$ cat config.mk
export PLATFORM = sky130hd
export DESIGN_NAME = mst_translator
export DESIGN_NICKNAME = d
export VERILOG_FILES = /design/src/pkg/mst_pkg.sv /design/src/logic/mst_phase_table.sv /design/src/logic/mst_translator.sv
export SDC_FILE = /design/constraint.sdc
export NUM_CORES = 1
export LEC_CHECK = 0
export BUFFER_PORTS_ARGS = -buffer_cell sky130_fd_sc_hd__buf_2
export CAP_MARGIN = 0
export CELL_PAD_IN_SITES_DETAIL_PLACEMENT = 0
export CELL_PAD_IN_SITES_GLOBAL_PLACEMENT = 1
export CORE_MARGIN = 3
export CORE_UTILIZATION = 48
export DETAILED_ROUTE_END_ITERATION = 6
export PLACE_DENSITY_LB_ADDON = 0.1
export SYNTH_ARGS = -nofsm -noshare
export SYNTH_HDL_FRONTEND = slang
export SYNTH_HIERARCHICAL = 1
export SYNTH_SLANG_ARGS = --single-unit
$ cat constraint.sdc
create_clock -name clk -period 11.8 [get_ports clk]
set_clock_uncertainty 0.1 [all_clocks]
set_input_delay 1.18 -clock clk [delete_from_list [all_inputs] [get_ports clk]]
set_output_delay 1.18 -clock clk [all_outputs]
set_load 0.005 [all_outputs]
$ cat src/pkg/mst_pkg.sv
// Package for the microstep translator: widths, register map, reset values,
// step grids of each resolution, resolution enum and carrier structs.
// Assumes one 40 MHz clock domain and a plain strobe register port.
package mst_pkg;

  // Widths
  localparam int ANGLE_W = 6;
  localparam int MAG_W   = 6;
  localparam int DATA_W  = 8;
  localparam int ADDR_W  = 4;

  // Register offsets on the strobe port
  localparam logic [ADDR_W-1:0] OFS_CFG    = 4'h0;
  localparam logic [ADDR_W-1:0] OFS_RUN    = 4'h1;
  localparam logic [ADDR_W-1:0] OFS_STATUS = 4'h2;
  localparam logic [ADDR_W-1:0] OFS_MODE   = 4'h3;

  // Field positions
  localparam int CFG_LOW_POS  = 0;
  localparam int CFG_HIGH_POS = 1;
  localparam int MODE_SEL_POS = 2;
  localparam int MODE_DIR_POS = 3;

  // Reset values
  localparam logic [1:0]         CFG_RESET   = 2'h0;
  localparam logic [ANGLE_W-1:0] ANGLE_RESET = 6'h00;

  // Step grids: spacing and offset of the permitted angle numbers
  localparam logic [ANGLE_W-1:0] GRID_FULL    = 6'h10;
  localparam logic [ANGLE_W-1:0] OFFS_FULL    = 6'h08;
  localparam logic [ANGLE_W-1:0] GRID_HALF    = 6'h08;
  localparam logic [ANGLE_W-1:0] GRID_QUARTER = 6'h04;
  localparam logic [ANGLE_W-1:0] STEP_EIGHTH  = 6'h02;
  localparam logic [ANGLE_W-1:0] OFFS_NONE    = 6'h00;

  // Phase table geometry
  localparam logic [4:0]         QUAD_SPAN  = 5'h10;
  localparam logic [ANGLE_W-1:0] B_NEG_LOW  = 6'h11;
  localparam logic [ANGLE_W-1:0] B_NEG_HIGH = 6'h30;
  localparam logic [MAG_W-1:0]   MAG_FULL   = 6'h3f;

  // Resolution used for pin-driven motion
  typedef enum logic [1:0] {
    RES_FULL,
    RES_HALF,
    RES_QUARTER,
    RES_EIGHTH
  } mst_res_t;

  // Register port request
  typedef struct packed {
    logic [ADDR_W-1:0] addr;
    logic [DATA_W-1:0] wdata;
    logic              wr;
    logic              rd;
  } mst_bus_req_t;

  // Phase DAC drive: sign and magnitude code per phase
  typedef struct packed {
    logic             a_sign;
    logic [MAG_W-1:0] a_mag;
    logic             b_sign;
    logic [MAG_W-1:0] b_mag;
  } mst_phase_t;

endpackage : mst_pkg
$ cat src/logic/mst_phase_table.sv
// Phase current lookup: step angle number to sign and magnitude per phase.
// Assumes the angle comes from logic on the same clock; output is registered.
`timescale 1ns/1ps
module mst_phase_table
  import mst_pkg::*;
(
  // Clock and reset
  input  wire logic               clk,
  input  wire logic               rstn,
  // Angle in, phase drive out
  input  wire logic [ANGLE_W-1:0] angle,
  output mst_phase_t              phase
);

  typedef struct packed {
    mst_phase_t ph;
  } mst_tbl_state_t;

  mst_tbl_state_t st_reg;
  mst_tbl_state_t st_next;

  // One quadrant of magnitude codes, mirrored for the rest of the cycle
  function automatic logic [MAG_W-1:0] quad_mag(input logic [4:0] p);
    case (p)
      5'h00: quad_mag = 6'h00;
      5'h01: quad_mag = 6'h05;
      5'h02: quad_mag = 6'h0b;
      5'h03: quad_mag = 6'h12;
      5'h04: quad_mag = 6'h17;
      5'h05: quad_mag = 6'h1d;
      5'h06: quad_mag = 6'h23;
      5'h07: quad_mag = 6'h28;
      5'h08: quad_mag = 6'h2c;
      5'h09: quad_mag = 6'h30;
      5'h0a: quad_mag = 6'h34;
      5'h0b: quad_mag = 6'h37;
      5'h0c: quad_mag = 6'h3a;
      5'h0d: quad_mag = 6'h3c;
      5'h0e: quad_mag = 6'h3e;
      default: quad_mag = 6'h3f;
    endcase
  endfunction : quad_mag

  // Table walk: odd quadrants swap which phase reads the rising half
  always_comb begin
    logic [4:0] p_up;
    logic [4:0] p_dn;
    p_up = {1'b0, angle[3:0]};
    p_dn = QUAD_SPAN - p_up;
    st_next = st_reg;
    // Phase A is negative only from 33 to 63; the zero-current entry at 32 stays positive
    st_next.ph.a_sign = angle[5] && (angle[4:0] != 5'h00);
    st_next.ph.a_mag  = angle[4] ? quad_mag(p_dn) : quad_mag(p_up);
    st_next.ph.b_sign = (angle >= B_NEG_LOW) && (angle <= B_NEG_HIGH);
    st_next.ph.b_mag  = angle[4] ? quad_mag(p_up) : quad_mag(p_dn);
  end

  // Registered drive; reset shows the reference position
  always_ff @(posedge clk or negedge rstn) begin
    if (!rstn) begin
      st_reg <= '{ph: '{a_sign: 1'b0, a_mag: 6'h00, b_sign: 1'b0, b_mag: MAG_FULL}};
    end else begin
      st_reg <= st_next;
    end
  end

  assign phase = st_reg.ph;
endmodule : mst_phase_table

$ cat src/logic/mst_translator.sv
// Microstep translator top: pin synchronisers, resolution decode, step
// angle counter, register port and the phase current lookup.
// Assumes step/dir/select pins are asynchronous; register port is on clk.
//
// Chosen here: the strobed register port and the register addresses.
`timescale 1ns/1ps
module mst_translator
  import mst_pkg::*;
(
  // Clock and reset
  input  wire logic               clk,
  input  wire logic               rstn,
  // Motion pins from the controller, asynchronous
  input  wire logic               step_pin,
  input  wire logic               dir_pin,
  input  wire logic               resolution_select_pin,
  // Register port
  input  mst_bus_req_t            bus_req,
  output logic [DATA_W-1:0]       bus_rdata,
  // Phase DAC drive and present angle
  output mst_phase_t              phase,
  output logic [ANGLE_W-1:0]      step_angle
);

  // Whole module state
  typedef struct packed {
    logic               step_meta;
    logic               step_sync;
    logic               step_prev;
    logic               dir_meta;
    logic               dir_sync;
    logic               sel_meta;
    logic               sel_sync;
    logic               resolution_cfg_bit_high;
    logic               resolution_cfg_bit_low;
    logic [ANGLE_W-1:0] angle;
    logic [DATA_W-1:0]  rdata;
  } mst_xlat_state_t;

  mst_xlat_state_t st_reg;
  mst_xlat_state_t st_next;

  logic               step_rise;
  logic               run_wr;
  logic [ANGLE_W-1:0] step_delta_field;
  mst_res_t           res_mode;

  // Config bits plus select level choose the pin-step resolution
  function automatic mst_res_t decode_res(input logic hi, input logic lo, input logic sel);
    case ({hi, lo})
      2'b00:   decode_res = sel ? RES_QUARTER : RES_HALF;
      2'b01:   decode_res = sel ? RES_HALF    : RES_FULL;
      2'b10:   decode_res = sel ? RES_QUARTER : RES_FULL;
      default: decode_res = sel ? RES_EIGHTH  : RES_HALF;
    endcase
  endfunction : decode_res

  // Next permitted angle in the commanded sense. Landing on the grid from an
  // off-grid angle makes resolution changes take effect on the next edge.
  function automatic logic [ANGLE_W-1:0] next_angle(input logic [ANGLE_W-1:0] n,
                                                    input mst_res_t           m,
                                                    input logic               fwd);
    logic [ANGLE_W-1:0] grid;
    logic [ANGLE_W-1:0] offs;
    logic [ANGLE_W-1:0] rel;
    logic [ANGLE_W-1:0] base;
    grid = STEP_EIGHTH;
    offs = OFFS_NONE;
    case (m)
      RES_FULL: begin
        grid = GRID_FULL;
        offs = OFFS_FULL;
      end
      RES_HALF: begin
        grid = GRID_HALF;
      end
      RES_QUARTER: begin
        grid = GRID_QUARTER;
      end
      default: begin
        grid = STEP_EIGHTH;
      end
    endcase
    rel  = n - offs;
    base = rel & ~(grid - 6'h01);
    if (m == RES_EIGHTH) begin
      next_angle = fwd ? n + STEP_EIGHTH : n - STEP_EIGHTH;
    end else if (fwd) begin
      next_angle = base + grid + offs;
    end else if (rel == base) begin
      next_angle = base - grid + offs;
    end else begin
      next_angle = base + offs;
    end
  endfunction : next_angle

  // Decoded strobes and pin events; the pin-derived ones read synchronised copies only
  assign step_rise        = st_reg.step_sync && !st_reg.step_prev;
  assign run_wr           = bus_req.wr && (bus_req.addr == OFS_RUN);
  assign step_delta_field = bus_req.wdata[ANGLE_W-1:0];
  assign res_mode         = decode_res(st_reg.resolution_cfg_bit_high,
                                       st_reg.resolution_cfg_bit_low,
                                       st_reg.sel_sync);

  // Next-state logic
  always_comb begin
    logic [ANGLE_W-1:0] ang;
    ang = st_reg.angle;
    st_next = st_reg;

    // Two flip-flops per pin before any logic looks at it
    st_next.step_meta = step_pin;
    st_next.step_sync = st_reg.step_meta;
    st_next.step_prev = st_reg.step_sync;
    st_next.dir_meta  = dir_pin;
    st_next.dir_sync  = st_reg.dir_meta;
    st_next.sel_meta  = resolution_select_pin;
    st_next.sel_sync  = st_reg.sel_meta;

    // Configuration register write
    if (bus_req.wr && bus_req.addr == OFS_CFG) begin
      st_next.resolution_cfg_bit_low  = bus_req.wdata[CFG_LOW_POS];
      st_next.resolution_cfg_bit_high = bus_req.wdata[CFG_HIGH_POS];
    end

    // Serial delta first, ignoring resolution; a same-cycle pin step then
    // moves on from the result so neither event is lost
    if (run_wr) begin
      ang = ang + step_delta_field;
    end
    if (step_rise) begin
      ang = next_angle(ang, res_mode, st_reg.dir_sync);
    end
    st_next.angle = ang;

    // Read data stands only in the cycle after the read strobe
    st_next.rdata = '0;
    if (bus_req.rd) begin
      case (bus_req.addr)
        OFS_CFG: begin
          st_next.rdata[CFG_LOW_POS]  = st_reg.resolution_cfg_bit_low;
          st_next.rdata[CFG_HIGH_POS] = st_reg.resolution_cfg_bit_high;
        end
        OFS_STATUS: begin
          st_next.rdata[ANGLE_W-1:0] = st_reg.angle;
        end
        OFS_MODE: begin
          st_next.rdata[1:0]          = res_mode;
          st_next.rdata[MODE_SEL_POS] = st_reg.sel_sync;
          st_next.rdata[MODE_DIR_POS] = st_reg.dir_sync;
        end
        default: begin
          st_next.rdata = '0;                                // Run and unmapped read zero
        end
      endcase
    end
  end

  // State register
  always_ff @(posedge clk or negedge rstn) begin
    if (!rstn) begin
      st_reg <= '{step_meta: 1'b0, step_sync: 1'b0, step_prev: 1'b0,
                  dir_meta: 1'b0, dir_sync: 1'b0, sel_meta: 1'b0, sel_sync: 1'b0,
                  resolution_cfg_bit_high: CFG_RESET[CFG_HIGH_POS],
                  resolution_cfg_bit_low: CFG_RESET[CFG_LOW_POS],
                  angle: ANGLE_RESET, rdata: '0};
    end else begin
      st_reg <= st_next;
    end
  end

  // Outputs
  assign bus_rdata  = st_reg.rdata;
  assign step_angle = st_reg.angle;

  // Phase current lookup; angle x 5.625 degrees is implied by the table
  mst_phase_table u_table (
    .clk   (clk),
    .rstn  (rstn),
    .angle (st_reg.angle),
    .phase (phase)
  );

  // Helper for assertions: angle one cycle back and the advance since then
  logic [ANGLE_W-1:0] angle_d;
  logic [ANGLE_W-1:0] advance;
  always_ff @(posedge clk or negedge rstn) begin
    if (!rstn) begin
      angle_d <= ANGLE_RESET;
    end else begin
      angle_d <= st_reg.angle;
    end
  end
  assign advance = st_reg.angle - angle_d;
endmodule : mst_translator

==> metrics <==
outcome finished, final reports clean; clock tree from TritonCTS yes; Cell Count Post-Placement about 420; area added between synthesis and finish 6.81%; final core utilization a little over half; level count of the clock H-tree 2; cell types with the highest counts after synthesis ha_1, dfrtp_1, inv_1, nor2_1; placed wire-length estimate after detailed placement 4940 µm; Crit Path Class input pin to register; Die Width approximately 87 µm; number of endpoints failing setup at the final stage 0; cell row count 28; starting density of the core 51.2%; met2 demand-to-capacity share in global routing ~29%; TritonCTS sink count 35; met1 layer usage reported by global route 24.7%; ys async rst share 100%; R2R Path Start step_angle[1]$_DFF_PN0_; VDD IR-drop max 0.157 mV; Area contributors post-synth dfrtp_1, ha_1, mux2i_1; RSZ-0062 raised after global routing no; P per Cell Area 239 nW/µm²; cell accounting for the most synthesized area dfrtp_1; Filler cells between 500 and 600; antenna-violating nets left 0; final global-route overflow total 0; max FFs per register 14; pre-CTS setup slack 6.56 ns; min cycle time layout 4.86 ns; synthesized area divided by synthesized cell count ~9.4 µm²; Netlist cell types 63; Longest Clk Path Bufs 2; startpoint of the tightest hold check path st_next[18]$_DFF_PN0_; initial antenna violation count 0; Worst Hold End st_reg[18]$_DFF_PN0_; final weighted congestion in routability-driven placement between 0.8 and 0.9; Worst Max-Slew Pin Slew 0.775 ns; buffers inserted during post-CTS setup optimization 0; Top Ports 47; number of standard cells in the final layout excluding fillers roughly 430; maximum number of pins on one net before global-route repair 36; layout net count about 420; maximum net fanout on the critical path 4; global-route wire length before repair between 10000 and 15000 µm; final hold viol count 0; # diodes 0; GR Layer Usage met3 roughly 2.4%; root buffer selected by CTS clkbuf_8; crit start category input pin; drt pass-1 iters 4; Critical Path End Type register; cell count of the worst reg-to-reg path 17; number of max-cap violations 0; R2R setup slack between 7 and 8 ns; global routing's busiest layer met2; fin crit share 41.2%; placeable core area between 6000 and 7000 µm²; overall routed net length between 6000 and 7000 µm; Lkg Pwr between 1.5 and 2 nW; achievable clock frequency slightly above 0.2 GHz; CTS resizes 0; share of Yosys cell area claimed by the top area cell type 23.1%; total routing resource utilization after global routing between 15 and 20%; remaining design rule violation count 0; required arrival time at the worst endpoint roughly 12 ns; hold buffer count at CTS 0; setup total negative slack 0 ns; synthesized flop and latch total 35; Final WS setup between 6 and 7 ns; Hold WC Path Type register to register; layout cell share with drive strength beyond 1 roughly 22%; die height 86.9 µm; worst slew slack as a fraction of its limit just under 50%; count of synthesis-stage warnings from yosys 6; dominant cell by count in the synthesized netlist ha_1; most instantiated flip-flop cell in the synthesis netlist dfrtp_1; hold path cells 0; sequential area share after synthesis 28.1%; number of global-route vias before repair roughly 2200; Num CTS Buffers 5; final count of pins violating max slew 0; number of flops mapped to enable cells by yosys 0; average vias per placed instance 5.34; via count 2308; Cells after Synth between 300 and 400; later-pin clock latency in the skew report 0.28 ns; arrival time at the worst endpoint slightly below 5 ns; post-synthesis instance area about 3100 µm²; count of input and output buffers 42; average wire per cell in the routed design 15.0 µm; Worst-path clk slew ~0.08 ns; Initial DRC Count around 130; die footprint approximately 7500 µm²; capture point of the worst reg-to-reg path step_angle[5]$_DFF_PN0_
==> power breakdown <==
part / switching (mW) / leakage, nW / internal (mW)
Clock: 0.0450 / 0.0402 / 0.0411
Sequential: 0.0536 / 0.417 / 0.164
Combinational: 0.259 / 1.18 / 0.240
==> worst max-delay path: stages <==
cell and delay (ns):
buf_2 0.12, ha_1 0.31, a21o_1 0.18, a21oi_1 0.16, xor2_1 0.09, o21ai_0 0.53, inv_1 0.22, ha_1 0.25
ha_1 0.27, inv_1 0.16, xnor2_1 0.10, ha_1 0.34, a21oi_1 0.16, xnor2_1 0.10, and3_1 0.18, o31a_1 0.25
xnor2_1 0.14, a221oi_2 0.20
==> metrics by stage <==
step	hold slack [ns]	total power [mW]	instance area (µm²)
final	0.259	0.803	3350
after floorplan	0.231	0.619	3150
after global placement	0.234	0.714	3270
after CTS	0.262	0.812	3350
after detailed placement	0.243	0.723	3270
after global routing	0.269	0.884	3350
==> cells in the final DEF, fill, tap and decap left out, types with 7 or more instances in the layout <==
cell type / n
nor2b_1: 8
nand2_1: 18
mux2i_1: 17
dfrtp_1: 29
a21oi_1: 18
ha_1: 35
a31oi_1: 7
nor2_1: 19
xor2_1: 7
xnor2_1: 12
buf_2: 42
o21ai_0: 11
inv_1: 27
==> metal layers <==
layer / up-vias / wire [µm]
met5: - / 0
met4: 0 / 38
met3: 2 / 201
met2: 42 / 3090
met1: 1090 / 3150
li1: 1174 / -
==> kinds of logic after synthesis <==
kind of cell	synth area share, %
other cells	0.239
flops	28.1
fa+ha+maj	17.5
compound gates	15.7
simple gates	14.5
buf+inv	9.28
xor+xnor	5.82
mux	8.76
==> worst max-delay path by stage <==
stage | slack, ns | to | cells past startpoint | start
2_1_floorplan | 7.33 | step_angle[5]$_DFF_PN0_ | 15 | bus_req[3]
3_5_place_dp | 6.56 | step_angle[5]$_DFF_PN0_ | 18 | bus_req[3]
3_3_place_gp | 6.55 | step_angle[5]$_DFF_PN0_ | 18 | bus_req[3]
5_1_grt | 6.62 | step_angle[4]$_DFF_PN0_ | 16 | bus_req[3]
4_1_cts | 6.86 | step_angle[5]$_DFF_PN0_ | 18 | bus_req[3]
6_report | 6.94 | step_angle[5]$_DFF_PN0_ | 18 | bus_req[3]
==> area by class of cell <==
class	count	area, µm²	area share (%)
Inverter	28	105	3.13
Timing Repair Buffer	42	210	6.27
Sequential cell	35	883	26.3
Clock buffer	5	68.8	2.05
Multi-Input combinational cell	244	1970	58.8
Clock inverter	3	20.0	0.597
Tap cell	75	93.8	2.80
Power figures use the tool's default switching activity.
